File: src/rtl/msw_pkg.sv
// Shared constants and carriers for the mode, supply and watchdog registers.
// Assumes a single 25 MHz clock and a serial frame decoder outside the block.
package msw_pkg;
  // ==========================================================================
  // Register addresses (7-bit)
  localparam logic [6:0] MSW_ADDR_MODE_SUPPLY = 7'h01;
  localparam logic [6:0] MSW_ADDR_HW_CFG = 7'h02;
  localparam logic [6:0] MSW_ADDR_WATCHDOG_CONTROL = 7'h03;
  // ==========================================================================
  // Values after power-on and soft reset, except hw config bits kept by soft reset
  localparam logic [7:0] MSW_MODE_SUPPLY_RST = 8'h00;
  localparam logic [7:0] MSW_HW_CFG_RST = 8'h00;
  localparam logic [7:0] MSW_WATCHDOG_CONTROL_RST = 8'h14;
  // Bits kept through a soft reset in the hardware configuration register
  localparam logic [7:0] MSW_HW_CFG_SOFT_KEEP = 8'h88;
  // Writable bit masks; bit 2 of hw config and bit 3 of wd control reserved
  localparam logic [7:0] MSW_HW_CFG_WMASK = 8'hfb;
  localparam logic [7:0] MSW_WATCHDOG_CONTROL_WMASK = 8'hf7;
  // Restart keeps these watchdog control bits, low nibble forced to 4
  localparam logic [7:0] MSW_WD_RESTART_KEEP = 8'hb0;
  localparam logic [7:0] MSW_WD_RESTART_SET = 8'h04;
  // ==========================================================================
  // Field positions
  localparam int MSW_MODE_HI = 7;
  localparam int MSW_MODE_LO = 6;
  localparam int MSW_AUX_ON_BIT = 5;
  localparam int MSW_SEC_HI = 4;
  localparam int MSW_SEC_LO = 3;
  localparam int MSW_OV_ACT_BIT = 2;
  localparam int MSW_AUX_VSEL_BIT = 7;
  localparam int MSW_SR_MASK_BIT = 6;
  localparam int MSW_FO_FORCE_BIT = 5;
  localparam int MSW_UV_KEEP_BIT = 4;
  localparam int MSW_LS_BIT = 3;
  localparam int MSW_STOP_LS_BIT = 1;
  localparam int MSW_ESC_BIT = 0;
  localparam int MSW_WD_STOP_DIS_BIT = 6;
  localparam int MSW_WATCHDOG_TYPE_SELECT_BIT = 5;
  localparam int MSW_WD_BUS_WAKE_BIT = 4;
  localparam int MSW_SPI_WRITE_BIT = 15;
  // ==========================================================================
  // Watchdog period table in ms, by code
  localparam int MSW_WD_MS_0 = 10;
  localparam int MSW_WD_MS_1 = 20;
  localparam int MSW_WD_MS_2 = 50;
  localparam int MSW_WD_MS_3 = 100;
  localparam int MSW_WD_MS_4 = 200;
  localparam int MSW_WD_MS_5 = 500;
  localparam int MSW_CLK_KHZ = 25000;

  typedef enum logic [1:0] {
    MSW_MODE_NORMAL = 2'b00,
    MSW_MODE_SLEEP = 2'b01,
    MSW_MODE_STOP = 2'b10,
    MSW_MODE_SOFT_RST = 2'b11
  } msw_mode_t;

  typedef enum logic [1:0] {
    MSW_SEC_OFF = 2'b00,
    MSW_SEC_NORMAL = 2'b01,
    MSW_SEC_NORM_STOP = 2'b10,
    MSW_SEC_ALWAYS = 2'b11
  } msw_sec_t;

  // Hardware events from the rest of the chip
  typedef struct packed {
    logic restart_entry;
    logic overtemp;
    logic fail_safe;
    logic main_overvoltage;
    logic battery_undervoltage;
    logic failure_active;
    logic bus_wake;
    logic high_power;
  } msw_events_t;

  // Decoded supply controls
  typedef struct packed {
    logic second_regulator_on;
    logic aux_regulator_on;
    logic aux_voltage_select;
    logic load_sharing_select;
    logic [1:0] reset_threshold_select;
    logic overvoltage_restart_req;
    logic escalate_first_fail;
  } msw_supply_t;

  // Decoded watchdog controls
  typedef struct packed {
    logic active;
    logic window_mode;
    logic start_on_bus_wake;
    logic parity_ok;
    logic period_valid;
    logic [9:0] period_ms;
  } msw_wd_t;
endpackage : msw_pkg

File: src/rtl/msw_regs.sv
// Mode, supply and watchdog control registers behind a 16-bit serial frame.
// Assumes a frame decoder hands over whole frames as one-cycle strobes.
//
// Overview of operation
// - Mode field selects normal, sleep, stop, soft-reset
// - Stop to sleep mode change is refused; other bits are written
// - Restart entry forces mode to normal
// - Restart or overtemperature turns second regulator off
// - Second regulator field decodes off and three on-conditions
// - Aux enable bit turns external regulator on
// - Overvoltage flag always; restart only if enabled
// - Two-bit field selects reset threshold
// - Write frame returns previous register contents
// - Soft reset pulls reset output unless masked
// - Force bit drives failure outputs by software
// - Clearing force keeps real failures active
// - Restart entry clears software failure force
// - Battery undervoltage drops aux unless kept on
// - Load sharing and aux voltage selection bits
// - Stop-mode load sharing enable bit
// - Escalation after first or second watchdog fail
// - Soft reset keeps voltage-select and load-share
// - Watchdog control parity evaluated on write
// - Stop disable bit deactivates watchdog in stop
// - Type bit selects window or time-out watchdog
// - Bus wake in stop may start watchdog
// - Frame bit 15 selects write or read
module msw_regs (
  // Clock and reset
  input wire logic i_ref_clk,
  input wire logic i_rst,
  // Serial frame, already assembled
  input wire logic i_frame_valid,
  input wire logic [15:0] i_frame,
  output logic [7:0] o_read_data,
  output logic o_read_valid,
  // Hardware events
  input wire msw_pkg::msw_events_t i_events,
  // Supply and mode outputs
  output msw_pkg::msw_mode_t o_mode,
  output msw_pkg::msw_supply_t o_supply,
  output logic o_soft_reset,
  output logic o_reset_output_pin_n,
  output logic o_failure_output_pins,
  output logic o_main_overvoltage_flag,
  // Watchdog outputs
  output msw_pkg::msw_wd_t o_wd,
  output logic o_wd_bus_wake_start
);
  import msw_pkg::*;

  logic [7:0] mode_supply_r;
  logic [7:0] hw_cfg_r;
  logic [7:0] watchdog_control_r;
  logic wr_en;
  logic [6:0] addr;
  logic [7:0] wdata;
  logic soft_rst_req;
  logic stop_to_sleep;
  logic [9:0] period_ms;
  logic period_valid;
  logic parity_ok_r;
  logic restart_d_r;
  logic ot_d_r;
  logic restart_edge;
  logic ot_edge;

  // ==========================================================================
  // Frame decode
  assign wr_en = i_frame_valid & i_frame[MSW_SPI_WRITE_BIT];
  assign addr = i_frame[14:8];
  assign wdata = i_frame[7:0];
  assign stop_to_sleep = (mode_supply_r[MSW_MODE_HI:MSW_MODE_LO] ==
      MSW_MODE_STOP) && (wdata[MSW_MODE_HI:MSW_MODE_LO] ==
      MSW_MODE_SLEEP);
  // Soft reset is a write of mode 11; it is not stored as a mode
  assign soft_rst_req = wr_en && addr == MSW_ADDR_MODE_SUPPLY &&
      wdata[MSW_MODE_HI:MSW_MODE_LO] == MSW_MODE_SOFT_RST;
  assign restart_edge = i_events.restart_entry & ~restart_d_r;
  assign ot_edge = i_events.overtemp & ~ot_d_r;

  always_ff @(posedge i_ref_clk or posedge i_rst) begin
    if (i_rst) begin
      restart_d_r <= 1'b0;
      ot_d_r <= 1'b0;
    end else begin
      restart_d_r <= i_events.restart_entry;
      ot_d_r <= i_events.overtemp;
    end
  end

  // ==========================================================================
  // Mode and supply control register
  always_ff @(posedge i_ref_clk or posedge i_rst) begin
    if (i_rst) begin
      mode_supply_r <= MSW_MODE_SUPPLY_RST;
    end else if (soft_rst_req) begin
      mode_supply_r <= MSW_MODE_SUPPLY_RST;
    end else begin
      if (wr_en && addr == MSW_ADDR_MODE_SUPPLY) begin
        mode_supply_r[5:0] <= wdata[5:0];
        if (!stop_to_sleep) begin
          mode_supply_r[MSW_MODE_HI:MSW_MODE_LO] <=
              wdata[MSW_MODE_HI:MSW_MODE_LO];
        end
      end
      // Hardware wins over a write landing in the same cycle
      if (restart_edge) begin
        mode_supply_r[MSW_MODE_HI:MSW_MODE_LO] <= MSW_MODE_NORMAL;
        mode_supply_r[MSW_AUX_ON_BIT] <= 1'b0;
        mode_supply_r[MSW_OV_ACT_BIT] <= 1'b0;
      end
      if (restart_edge || ot_edge) begin
        mode_supply_r[MSW_SEC_HI:MSW_SEC_LO] <= MSW_SEC_OFF;
      end
    end
  end

  // ==========================================================================
  // Hardware configuration register
  always_ff @(posedge i_ref_clk or posedge i_rst) begin
    if (i_rst) begin
      hw_cfg_r <= MSW_HW_CFG_RST;
    end else if (soft_rst_req) begin
      hw_cfg_r <= hw_cfg_r & MSW_HW_CFG_SOFT_KEEP;
    end else begin
      if (wr_en && addr == MSW_ADDR_HW_CFG) begin
        hw_cfg_r <= wdata & MSW_HW_CFG_WMASK;
      end
      if (restart_edge) begin
        hw_cfg_r[MSW_FO_FORCE_BIT] <= 1'b0;
        hw_cfg_r[MSW_SR_MASK_BIT] <= 1'b0;
        hw_cfg_r[MSW_UV_KEEP_BIT] <= 1'b0;
        hw_cfg_r[2:1] <= 2'b00;
      end
    end
  end

  // ==========================================================================
  // Watchdog control register
  always_ff @(posedge i_ref_clk or posedge i_rst) begin
    if (i_rst) begin
      watchdog_control_r <= MSW_WATCHDOG_CONTROL_RST;
      parity_ok_r <= 1'b1;
    end else if (soft_rst_req) begin
      watchdog_control_r <= MSW_WATCHDOG_CONTROL_RST;
      parity_ok_r <= 1'b1;
    end else if (restart_edge) begin
      watchdog_control_r <= (watchdog_control_r & MSW_WD_RESTART_KEEP) | MSW_WD_RESTART_SET;
    end else if (wr_en && addr == MSW_ADDR_WATCHDOG_CONTROL) begin
      watchdog_control_r <= wdata & MSW_WATCHDOG_CONTROL_WMASK;
      // Parity is judged on the written byte as sent
      parity_ok_r <= ~^wdata;
    end
  end

  // ==========================================================================
  // Serial answer: contents before this frame's write
  always_ff @(posedge i_ref_clk or posedge i_rst) begin
    if (i_rst) begin
      o_read_data <= 8'h00;
      o_read_valid <= 1'b0;
    end else begin
      o_read_valid <= i_frame_valid;
      if (i_frame_valid) begin
        unique case (addr)
          MSW_ADDR_MODE_SUPPLY: o_read_data <= mode_supply_r;
          MSW_ADDR_HW_CFG: o_read_data <= hw_cfg_r;
          MSW_ADDR_WATCHDOG_CONTROL: o_read_data <= watchdog_control_r;
          default: o_read_data <= 8'h00;
        endcase
      end
    end
  end

  // ==========================================================================
  // Watchdog period lookup
  msw_period_rom u_period (
    .i_ref_clk(i_ref_clk),
    .i_rst(i_rst),
    .i_code(watchdog_control_r[2:0]),
    .o_period_ms(period_ms),
    .o_valid(period_valid)
  );

  // ==========================================================================
  // Mode and reset outputs
  always_ff @(posedge i_ref_clk or posedge i_rst) begin
    if (i_rst) begin
      o_mode <= MSW_MODE_NORMAL;
      o_soft_reset <= 1'b0;
      o_reset_output_pin_n <= 1'b0;
    end else begin
      o_mode <= msw_mode_t'(mode_supply_r[MSW_MODE_HI:MSW_MODE_LO]);
      o_soft_reset <= soft_rst_req;
      // Mask is sampled before the soft reset clears it
      o_reset_output_pin_n <= ~(soft_rst_req &
          ~hw_cfg_r[MSW_SR_MASK_BIT]);
    end
  end

  // ==========================================================================
  // Supply decode
  always_ff @(posedge i_ref_clk or posedge i_rst) begin
    if (i_rst) begin
      o_supply <= '0;
      o_main_overvoltage_flag <= 1'b0;
    end else begin
      unique case (msw_sec_t'(mode_supply_r[MSW_SEC_HI:MSW_SEC_LO]))
        MSW_SEC_OFF: o_supply.second_regulator_on <= 1'b0;
        MSW_SEC_NORMAL: o_supply.second_regulator_on <=
            mode_supply_r[MSW_MODE_HI:MSW_MODE_LO] == MSW_MODE_NORMAL;
        MSW_SEC_NORM_STOP: o_supply.second_regulator_on <=
            mode_supply_r[MSW_MODE_HI:MSW_MODE_LO] != MSW_MODE_SLEEP;
        MSW_SEC_ALWAYS: o_supply.second_regulator_on <=
            ~i_events.fail_safe;
      endcase
      // Undervoltage shutdown unless kept on
      o_supply.aux_regulator_on <= mode_supply_r[MSW_AUX_ON_BIT] &
          (hw_cfg_r[MSW_UV_KEEP_BIT] |
          ~i_events.battery_undervoltage);
      o_supply.aux_voltage_select <= hw_cfg_r[MSW_AUX_VSEL_BIT];
      // Load sharing in stop or high power only with its enable
      o_supply.load_sharing_select <= hw_cfg_r[MSW_LS_BIT] &
          (~((mode_supply_r[MSW_MODE_HI:MSW_MODE_LO] == MSW_MODE_STOP) |
          i_events.high_power) | hw_cfg_r[MSW_STOP_LS_BIT]);
      o_supply.reset_threshold_select <= mode_supply_r[1:0];
      o_supply.overvoltage_restart_req <= i_events.main_overvoltage &
          mode_supply_r[MSW_OV_ACT_BIT];
      o_supply.escalate_first_fail <= hw_cfg_r[MSW_ESC_BIT];
      o_main_overvoltage_flag <= i_events.main_overvoltage;
    end
  end

  // ==========================================================================
  // Failure outputs: software force or the real failure input, not latched here
  always_ff @(posedge i_ref_clk or posedge i_rst) begin
    if (i_rst) begin
      o_failure_output_pins <= 1'b0;
    end else begin
      o_failure_output_pins <= hw_cfg_r[MSW_FO_FORCE_BIT] |
          i_events.failure_active;
    end
  end

  // ==========================================================================
  // Watchdog controls
  always_ff @(posedge i_ref_clk or posedge i_rst) begin
    if (i_rst) begin
      o_wd <= '0;
      o_wd_bus_wake_start <= 1'b0;
    end else begin
      o_wd.active <= ~((mode_supply_r[MSW_MODE_HI:MSW_MODE_LO] ==
          MSW_MODE_STOP) & watchdog_control_r[MSW_WD_STOP_DIS_BIT]);
      o_wd.window_mode <= watchdog_control_r[MSW_WATCHDOG_TYPE_SELECT_BIT];
      o_wd.start_on_bus_wake <= watchdog_control_r[MSW_WD_BUS_WAKE_BIT];
      o_wd.parity_ok <= parity_ok_r;
      o_wd.period_valid <= period_valid;
      o_wd.period_ms <= period_ms;
      o_wd_bus_wake_start <= i_events.bus_wake &
          (mode_supply_r[MSW_MODE_HI:MSW_MODE_LO] == MSW_MODE_STOP) &
          watchdog_control_r[MSW_WD_BUS_WAKE_BIT];
    end
  end
endmodule // msw_regs

File: src/rtl/msw_period_rom.sv
// Watchdog period lookup with a registered output.
// Assumes the code input is stable for one clock before its use.
module msw_period_rom (
  // Clock and reset
  input wire logic i_ref_clk,
  input wire logic i_rst,
  // Lookup
  input wire logic [2:0] i_code,
  output logic [9:0] o_period_ms,
  output logic o_valid
);
  import msw_pkg::*;

  // ==========================================================================
  // Table
  always_ff @(posedge i_ref_clk or posedge i_rst) begin
    if (i_rst) begin
      o_period_ms <= 10'h000;
      o_valid <= 1'b0;
    end else begin
      o_valid <= 1'b1;
      unique case (i_code)
        3'h0: o_period_ms <= 10'(MSW_WD_MS_0);
        3'h1: o_period_ms <= 10'(MSW_WD_MS_1);
        3'h2: o_period_ms <= 10'(MSW_WD_MS_2);
        3'h3: o_period_ms <= 10'(MSW_WD_MS_3);
        3'h4: o_period_ms <= 10'(MSW_WD_MS_4);
        3'h5: o_period_ms <= 10'(MSW_WD_MS_5);
        // Unlisted and reserved codes give no period
        default: begin
          o_period_ms <= 10'h000;
          o_valid <= 1'b0;
        end
      endcase
    end
  end
endmodule // msw_period_rom

File: config.mk
export PLATFORM = sky130hd
export DESIGN_NAME = msw_regs
export DESIGN_NICKNAME = d
export VERILOG_FILES = /design/src/rtl/msw_pkg.sv /design/src/rtl/msw_regs.sv /design/src/rtl/msw_period_rom.sv
export SDC_FILE = /design/constraint.sdc
export NUM_CORES = 1
export LEC_CHECK = 0
export BUFFER_PORTS_ARGS = -buffer_cell sky130_fd_sc_hd__clkbuf_2
export CAP_MARGIN = 20
export CORE_ASPECT_RATIO = 0.5
export CORE_MARGIN = 8
export CORE_UTILIZATION = 35
export CTS_CLUSTER_SIZE = 24
export DETAILED_ROUTE_END_ITERATION = 8
export PLACE_DENSITY = 0.58
export SLEW_MARGIN = 20
export SYNTH_ARGS = -nofsm -noshare
export SYNTH_HDL_FRONTEND = slang
export SYNTH_HIERARCHICAL = 1
export SYNTH_SLANG_ARGS = --single-unit
File: constraint.sdc
create_clock -name i_ref_clk -period 2.6 [get_ports i_ref_clk]
set_input_delay 0.52 -clock i_ref_clk [delete_from_list [all_inputs] [get_ports i_ref_clk]]
set_output_delay 0.52 -clock i_ref_clk [all_outputs]
set_load 0.02 [all_outputs]
# Yosys cells after proc, flatten, opt, wreduce, memory -nomap -nowiden
# Cells that the tools add are included.
[word_totals]
register_bits = 75
input_bits = 27
output_inout_bits = 39
word_cells = 116
[op_classes]
n_eq_ne = 17
n_mux = 20
bitwise_logic = 23
reduce_logical = 21
[op_table]
columns = ["operator", "count"]
rows = [
  ["case mux 9 bit (6 select lines)", 1],
  ["2-to-1 mux 8 bit", 5],
  ["case mux 8 bit (3 select lines)", 1],
  ["== test 7 x 2 -> 1 bit, second input constant", 2],
  ["2-to-1 mux 7 bit", 2],
  ["nonzero test 3 bit", 4],
  ["bitwise AND 1 bit", 10],
  ["inverter 1 bit", 9],
  ["== test 2 bit, second input constant", 4],
  ["XNOR reduction 8 bit", 1],
  ["== test 7 x 1 -> 1 bit, second input constant", 1],
  ["== test 3 x 2 -> 1 bit, second input constant", 2],
  ["== test 3 bit, second input constant", 2],
  ["2-to-1 mux 2 bit", 3],
  ["2-to-1 mux 3 bit", 2],
  ["AND reduction 2 bit", 3],
  ["nonzero test 2 bit", 3],
  ["OR reduction 6 bit", 1],
  ["logical AND 1 bit", 5],
  ["2-to-1 mux 1 bit", 5],
  ["== test 2 x 1 -> 1 bit, second input constant", 2],
  ["logical NOT 2 bit", 2],
  ["OR 1 bit", 4],
  ["case mux 1 bit (4 select lines)", 1],
  ["other kinds (6)", 6],
]

# Longest topological paths before layout
# Gate-level depths: netlist of the first run.
[depth]
word_depth = 6
ltp_mapped = 6
depth_no_buf = 6

# By module
# The synthesis of the first run kept the hierarchy.
[modules_own_cells]
columns = ["mod", "instances", "cells_per_inst", "area_each_um2", "seq_area_each_um2"]
rows = [
  ["msw_regs", 1, 206, 2565.0, 1605.3],
  ["msw_period_rom", 1, 25, 315.3, 225.2],
]

# Worst setup path before layout of the first run
# OpenSTA, ideal clock, no wires.
[synth_timing]
path_kind = "input-to-reg"
start = "input port i_frame[8]"
end = "register hw_cfg_r[1]"
setup_time_ps = 125
t_arrival_ps = 1807
t_required_ps = 2475
path_slack_ps = 668
stages = 6
path_buffers = 2
cell_sequence = "buf_6 or4b_4 or3_1 buf_6 o21ai_4 nor2_1"
[synth_via]
elab_chain_len = 4
elab_cells_between_ends = 7
classes_between = "eq/ne (2); mux (1); reduce/logical (4)"
[synth_rtl]
columns = ["element", "line_no", "text"]
rows = [
  ["start, declared", "msw_regs.sv:34", "input wire logic [15:0] i_frame,"],
  ["== test 7 x 1 -> 1 bit", "msw_regs.sv:77", "assign soft_rst_req = wr_en && addr == MSW_ADDR_MODE_SUPPLY &&"],
  ["logical AND 1 bit (2 in a row)", "msw_regs.sv:77", ""],
  ["nonzero test 3 bit (no line) or 2-to-1 mux 7 bit (tied branches)", "-", ""],
  ["end signal, assigned", "msw_regs.sv:125", "hw_cfg_r <= hw_cfg_r & MSW_HW_CFG_SOFT_KEEP;"],
  ["end signal, assigned", "msw_regs.sv:128", "hw_cfg_r <= wdata & MSW_HW_CFG_WMASK;"],
  ["end, declared", "msw_regs.sv:53", "logic [7:0] hw_cfg_r;"],
]
# Several ways; a longest one is shown, not always the timed one.
# A chain may end at the register's enable or synchronous reset.

# Worst setup path after layout of the first run
# Ends and elaborated chain as after synthesis.

==> flow_metrics.tcl, run 1 <==
set metrics [dict create \
    port_buffers 65 \
    vias 1946 \
    first_pass_iters 4 \
    hold_buffers 0 \
    drive_gt1_share_pct 35.4 \
    clock-sinks 73 \
    startpoint_type "input pin" \
    dp_hpwl_um 5020 \
    routed_wl_um 6520 \
    start_util_pct 36.0 \
    overflow 0 \
    r2r-start "restart_d_r" \
    grt-busiest-layer "met2" \
    grt_use_total_pct 12.0 \
    io_pins 66 \
    fin_area_um2 3660 \
    clk_pin_slew_ps 60 \
    yosysTopAreaCell "dfrtp_1" \
    drt_iter0_markers 80 \
    rrSetupSlack_ps 1120 \
    place_ws_ps 367 \
    ys_seq_area_share_pct 63.6 \
    worst-path-max-fanout 11 \
    clock.fmax_mhz 534 \
    cts_resized 0 \
    worstPathRequired_ps 2810 \
    n_antenna_cell 0 \
    yosys-top-cells-area "dfrtp_1, mux2i_1, mux2_2" \
    skew_ps 4.78 \
    coreArea_um2 8000 \
    clockRootBuffer "clkbuf_16" \
    worstRegToRegCells 4 \
    period_minus_slack_ps 1870 \
    synth_area_um2 2880 \
    synth_top_cell_area_share_pct 60.8 \
    final_cell_mix "dfrtp_1, clkbuf_2, nand2_1" \
    crit_path_end_kind "register" \
    clk_latency_ps 340 \
    fp.dieH_um 80.1 \
    leakagePower_nw 1.79 \
    cts_tree "done" \
    hold_class "in -> async" \
    dieArea_um2 11600 \
    max_cap_viol_count 0 \
    yosysUniqueCellTypes 47 \
    place.gp.congestion 0.847 \
    post_cts_buffers 0 \
    rows 23 \
    worstSetupPathType "in -> reg" \
    area_delta_synth_final_pct 27.2 \
    use_met2_pct 18.8 \
    gr-usage-met1_pct 14.3 \
    grt_pass1_wl_um 10400 \
    antenna_found_initial 0 \
    grt_pass1_vias 2014 \
    drcViolationCount 0 \
    ant_nets 0 \
    rr_endpoint "watchdog_control_r[7]" \
    synth_ff_type "dfrtp_1" \
    rsz0062_at_grt "false" \
    hold_viol 0 \
    die_w_um 144 \
    setup_tns_ps 0 \
    grtUsageMet3_pct 5.03 \
    placed_cell_area_um2 3330 \
    routedWlPerCell_um 15.5 \
    critPathArrivalTime_ps 2080 \
    final_common_cell "dfrtp_1" \
    setup_ws_ps 729 \
    clock_path_buffers 2 \
    ir_drop_v 0.000329 \
    h-tree-depth 3 \
    cts_inserted_buffers 9 \
    avgSynthCellArea_um2 12.5 \
    slew_viol_final 0 \
    fin_crit_sh_pct 72.0 \
    syn_inst 231 \
    outcome "complete, no violations" \
    yosysWarnings 6 \
    power.density_nw_per_um2 733 \
    slew_headroom_pct 55.1 \
    nets 332 \
    synth_seq_cells 73 \
    worstMarginPinSlew_ps 673 \
    async_flop_share_pct 100 \
    synth-edff-count 0 \
    grt_max_degree 36 \
    finalSetupViolCount 0 \
    vias_per_cell 4.63 \
]
==> through the flow <==
stage	std cells	hold slack [ps]	utilization, %	total power [mW]
finish	420	125	45.8	2.69
CTS	420	122	45.8	2.72
floorplan	232	331	-	1.28
global placement	404	338	41.6	1.34
detailed placement	404	337	41.6	1.35
global route	420	141	45.8	2.78
==> logic make-up (layout without fill, tap and decap cells) <==
group | count (synthesis) | in the layout | share of synthesized area (%)
AOI/OAI and AO/OA | 33 | 33 | 7.82
xor gates and xnor gates | 6 | 6 | 1.82
adders and majority gates | 2 | 2 | 0.869
buffers and inverters | 25 | 101 | 4.08
DFF | 73 | 73 | 63.6
muxes | 22 | 22 | 8.04
other | 1 | 2 | 0.130
and+or+nand+nor | 69 | 69 | 13.7
==> critical path: stages <==
cell	delay, ps
clkbuf_2	190
or4b_4	520
or3_1	480
o21ai_4	270
nor2_1	90
==> worst max path at each step <==
stage	start	end	slack, ps	depth (start not counted)
after floorplan	i_rst	hw_cfg_r[0]	490	1
after global placement	i_frame[8]	watchdog_control_r[0]	430	5
after detailed placement	i_frame[8]	watchdog_control_r[6]	370	5
after CTS	i_frame[8]	hw_cfg_r[1]	730	5
after global routing	i_frame_valid	watchdog_control_r[5]	670	5
final	i_frame[8]	hw_cfg_r[1]	730	5
==> area by class of cell <==
class	count	area (um^2)
fill	764	4340
sequential	73	1830
multi-input combinational	134	936
clock inverter	7	109
timing repair buffer	68	360
inverter	17	63.8
tap	112	140
clock buffer	9	225
==> synthesized netlist by cell type, types with 3 or more instances <==
| cell | instances |
|---|---|
| a22oi_1 | 6 |
| xnor2_1 | 5 |
| nor2b_1 | 3 |
| dfstp_2 | 3 |
| dfrtp_1 | 70 |
| nand4_1 | 3 |
| nor2_1 | 14 |
| nand2_1 | 19 |
| a21oi_1 | 8 |
| clkbuf_1 | 3 |
| mux2i_1 | 13 |
| o22ai_1 | 6 |
| inv_1 | 16 |
| mux2_2 | 9 |
| nand3_1 | 9 |
| o21ai_0 | 5 |
==> per-layer routing <==
metal	vias to the layer above	share of wire (%)
met1	948	42
met3	12	7.9
met4	0	1.6
met5	-	0
met2	50	48
li1	936	-
==> where the power goes <==
| group | switching, mW | leakage (nW) | internal (mW) | total [mW] |
|---|---|---|---|---|
| combinational | 0.0969 | 0.687 | 0.0563 | 0.153 |
| sequential | 0.0107 | 0.939 | 1.16 | 1.17 |
| clock | 0.503 | 0.164 | 0.861 | 1.36 |
==> registers in the layout (all words and copies together), names as in the netlist, 2 cells and up <==
| name | cells |
|---|---|
| u_period/o_period_ms | 8 |
| o_read_data | 8 |
| watchdog_control_r | 7 |
| o_wd | 15 |
| o_mode | 2 |
| mode_supply_r | 8 |
| o_supply | 8 |
| hw_cfg_r | 7 |
No activity file was read; power rests on OpenSTA's default activity.
==> run 2, diff against run 1 <==
PLACE_DENSITY = 0.6   (was 0.58)
clock period = 1.61 ns   (was 2.6 ns; I/O delays follow)
==> flow_metrics.tcl, run 2 (synthesized netlist as in run 1, its figures left out) <==
set metrics [dict create \
    routedWlPerCell_um 14.9 \
    placed_cell_area_um2 3500 \
    worstPathRequired_ps 1800 \
    drive_gt1_share_pct 39.1 \
    holdPathStages 1 \
    coreArea_um2 8000 \
    clk_pin_slew_ps 60 \
    h-tree-depth 3 \
    slowest_delay_ps 510 \
    period_minus_slack_ps 1450 \
    dp_hpwl_um 5140 \
    clock-sinks 73 \
    cp_num_buf_inv 2 \
    clock.fmax_mhz 691 \
    outcome "complete, no violations" \
    grt_max_degree 32 \
    use_met2_pct 20.3 \
    cts_inserted_buffers 9 \
    slew_viol_final 0 \
    worstRegToRegCells 4 \
    nets 354 \
    setup_ws_ps 162 \
    hold_class "in -> reg" \
    overflow 0 \
    rows 23 \
    fin_crit_sh_pct 89.9 \
    critPathArrivalTime_ps 1640 \
    clockRootBuffer "clkbuf_16" \
    setup_tns_ps 0 \
    cts_tree "done" \
    place_ws_ps -168 \
    ir_drop_v 0.000524 \
    hp-start "i_events[6]" \
    r2r-start "mode_supply_r[7]" \
    max_cap_viol_count 0 \
    largest_register_ff_count 15 \
    start_util_pct 36.0 \
    worstSetupPathType "in -> reg" \
    vias_per_cell 4.66 \
    place.gp.congestion 0.817 \
    dieArea_um2 11600 \
    rsz0062_at_grt "false" \
    rrSetupSlack_ps 350 \
    fin_util_pct 47.9 \
    total_power_mw 4.27 \
    first_pass_iters 4 \
    port_buffers 65 \
    gr-usage-met1_pct 14.3 \
    critical_path.cell_chain "clkbuf_2 -> or4b_4 -> or3_1 -> buf_4 -> nand2_1 -> a21oi_1" \
    drt_iter0_markers 114 \
    grt_pass1_vias 2154 \
    clk_latency_ps 330 \
    antenna_found_initial 0 \
    n_antenna_cell 0 \
    top_register "o_wd" \
    crit_path_end_kind "register" \
    grtUsageMet3_pct 4.79 \
    clock_path_buffers 2 \
    hold_viol 0 \
    fin_area_um2 3830 \
    drcViolationCount 0 \
    path_delay_family "simple AND/OR/NAND/NOR gates" \
    skew_ps 8.25 \
    startpoint_type "input pin" \
    final_cell_mix "dfrtp_1, clkbuf_2, buf_4" \
    area_delta_synth_final_pct 33.1 \
    leakagePower_nw 1.88 \
    vias 2060 \
    die_w_um 144 \
    crit_slowest_cell "or4b_4" \
    ant_nets 0 \
    power.density_nw_per_um2 1110 \
    finalSetupViolCount 0 \
    holdPathEnd "ot_d_r" \
    worst-path-max-fanout 7 \
    grt-busiest-layer "met2" \
    grt_use_total_pct 12.3 \
    routed_wl_um 6570 \
    final_common_cell "dfrtp_1" \
    fp.dieH_um 80.1 \
    grt_pass1_wl_um 10900 \
    io_pins 66 \
    rr_endpoint "mode_supply_r[7]" \
]
==> run 2: cell count changes in the layout (fill, tap and decap cells not counted) <==
cell / change
buf_12: +1
buf_4: +20
clkbuf_1: +1
clkinv_2: +1
clkinv_4: -1
clkinvlp_4: +2
dlygate4sd3_1: +1
inv_2: -1
inv_8: -2
==> run 2: worst reg2reg max path: cells and delay by family (launching register included) <==
| kind | cells | cell delay [ps] |
|---|---|---|
| AND/OR/NAND/NOR | 2 | 480 |
| AO/OA/AOI/OAI | 2 | 250 |
| flip-flops | 1 | 420 |
==> run 2: final cells by class <==
cell class | count | area, um^2
Timing Repair Buffer | 90 | 541
Sequential cell | 73 | 1830
Tap cell | 112 | 140
Fill cell | 756 | 4170
Inverter | 17 | 67.6
Clock buffer | 10 | 229
Clock inverter | 6 | 90.1
Multi-Input combinational cell | 134 | 936
==> run 2: power by group <==
| group | leakage, nW | total, mW | internal [mW] | switching [mW] |
|---|---|---|---|---|
| clock network | 0.153 | 2.11 | 1.36 | 0.745 |
| logic | 0.792 | 0.276 | 0.116 | 0.160 |
| registers | 0.939 | 1.89 | 1.87 | 0.0164 |
==> run 2: worst max-delay path by stage <==
stage | from | endpoint | cells past startpoint
after floorplan | i_frame[8] | hw_cfg_r[1] | 6
after global placement | i_frame[14] | mode_supply_r[2] | 6
after detailed placement | i_frame[14] | hw_cfg_r[1] | 5
after CTS | i_frame[14] | mode_supply_r[5] | 6
after global routing | i_frame[14] | hw_cfg_r[3] | 6
final | i_frame[13] | mode_supply_r[2] | 6
==> run 2: per-stage QoR <==
stage | instances | hold WS [ps]
floorplan | 232 | 150
global placement | 425 | 313
detailed placement | 425 | 319
CTS | 442 | 104
global route | 442 | 108
finish | 442 | 116
==> run 2: repair_timing <==
item	CTS	global route
endpoints found under the hold margin	9	0
endpoints found under the setup margin	0	0
buffers inserted	0	0
hold buffers	1	0
resized for setup	0	0
==> run 2: layer usage <==
layer  wire length (um)  vias up
met5                  0        -
met4                 95        0
met3                558       10
met2               3260       60
met1               2660     1011
li1                   -      979
==> run 3, diff against run 2 <==
CORE_MARGIN = 1   (was 8)
PLACE_DENSITY = 0.58   (was 0.6)
SLEW_MARGIN = default   (was 20)
clock period = 1.5 ns   (was 1.61 ns; I/O delays follow)
==> flow_metrics.tcl, run 3 (synthesized netlist as in run 1, its figures left out) <==
set metrics [dict create \
    startpoint_type "input pin" \
    rrSetupSlack_ps 330 \
    dp_hpwl_um 4860 \
    clk_latency_ps 320 \
    critical_path.cell_chain "clkbuf_2 -> or4b_4 -> or3_1 -> o21ai_4 -> nor2_1" \
    worst-path-max-fanout 7 \
    skew_ps 4.21 \
    critPathArrivalTime_ps 1660 \
    timing.hold.ws_ps 100 \
    grt_pass1_wl_um 10100 \
    clk_pin_slew_ps 60 \
    first_pass_iters 4 \
    clock-sinks 73 \
    multiInputGateArea_um2 942 \
    total_power_mw 4.24 \
    io_pins 66 \
    placed_cells 425 \
    period_minus_slack_ps 1450 \
    fin_util_pct 50.0 \
    rows 22 \
    slew_viol_final 0 \
    path_delay_family "simple AND/OR/NAND/NOR gates" \
    n_fill_cell 727 \
    final_common_cell "dfrtp_1" \
    coreArea_um2 7650 \
    max_cap_viol_count 0 \
    nets 358 \
    hold_class "in -> reg" \
    start_util_pct 37.6 \
    worstSetupPathType "in -> reg" \
    clock.fmax_mhz 689 \
    leakagePower_nw 1.89 \
    clockRootBuffer "clkbuf_16" \
    post_cts_buffers 0 \
    slowest_delay_ps 540 \
    die_w_um 130 \
    place.gp.congestion 0.817 \
    final_cells 441 \
    rsz0062_at_grt "false" \
    cts_tree "done" \
    finalSetupViolCount 0 \
    drive_gt1_share_pct 39.9 \
    grt_use_total_pct 16.3 \
    h-tree-depth 3 \
    grt_max_degree 28 \
    antenna_found_initial 0 \
    ant_nets 0 \
    worstPathRequired_ps 1700 \
    vias 2068 \
    area_delta_synth_final_pct 33.0 \
    clock_path_buffers 2 \
    routedWlPerCell_um 14.2 \
    power.density_nw_per_um2 1110 \
    drt_iter0_markers 138 \
    outcome "complete, no violations" \
    regArea_um2 1830 \
    final_cell_mix "dfrtp_1, clkbuf_2, buf_4" \
    crit_slowest_cell "or4b_4" \
    grt_pass1_vias 2052 \
    hold_viol 0 \
    port_buffers 65 \
    top_register "o_wd" \
    routed_wl_um 6250 \
    cp_num_buf_inv 1 \
    fin_crit_sh_pct 96.8 \
    cts_inserted_buffers 9 \
    n_antenna_cell 0 \
    ir_drop_v 0.000657 \
    vias_per_cell 4.69 \
    dieArea_um2 8620 \
    crit_path_end_kind "register" \
    largest_register_ff_count 15 \
    drcViolationCount 0 \
    overflow 0 \
    fp.dieH_um 66.1 \
]
## run 3: layer usage
metal | up-vias | routed length [um] | global-route usage (%)
met4 | 0 | 61 | 6.54
li1 | 985 | - | -
met1 | 1018 | 2960 | 21.4
met5 | - | 0 | 0
met2 | 58 | 2940 | 25.3
met3 | 7 | 281 | 5.10
## run 3: per-stage QoR
| step | setup slack, ps | setup TNS, ps | area [um^2] |
|---|---|---|---|
| after floorplan | -203 | -2020 | 2900 |
| after global placement | -253 | -5230 | 3540 |
| after detailed placement | -284 | -5830 | 3540 |
| after CTS | 63.8 | 0 | 3820 |
| after global routing | 22.6 | 0 | 3830 |
| final | 48.2 | 0 | 3830 |
## run 3: what timing repair did
item                                    CTS  global route
resized for setup                         0             1
endpoints found under the setup margin    0             2
hold buffers                              1             0
endpoints found under the hold margin    24             0
## run 3: final timing paths
path | startpoint | endpoint | depth (start not counted)
max | i_frame[14] | hw_cfg_r[5] | 5
min | i_events[6] | ot_d_r | 1
max reg2reg | mode_supply_r[7] | mode_supply_r[7] | 4
min reg2reg | u_period/o_period_ms[2] | o_wd[2] | 0
max in group asynchronous | i_rst | watchdog_control_r[4] | 4
min in group asynchronous | i_rst | u_period/o_period_ms[3] | 3
## run 3: cell type report
cell class,instances,area share (%)
inverter,17,1.76
timing repair buffer,94,15.2
tap,108,3.53
sequential,73,47.8
clock inverter,5,0.849
clock buffer,10,6.24
multi-input combinational,134,24.6
## run 3: power breakdown
part / switching (mW) / leakage, nW / total (mW) / internal [mW]
logic: 0.176 / 0.825 / 0.307 / 0.131
registers: 0.0185 / 0.939 / 2.03 / 2.01
clock network: 0.759 / 0.126 / 1.90 / 1.15
total: 0.953 / 1.89 / 4.24 / 3.29
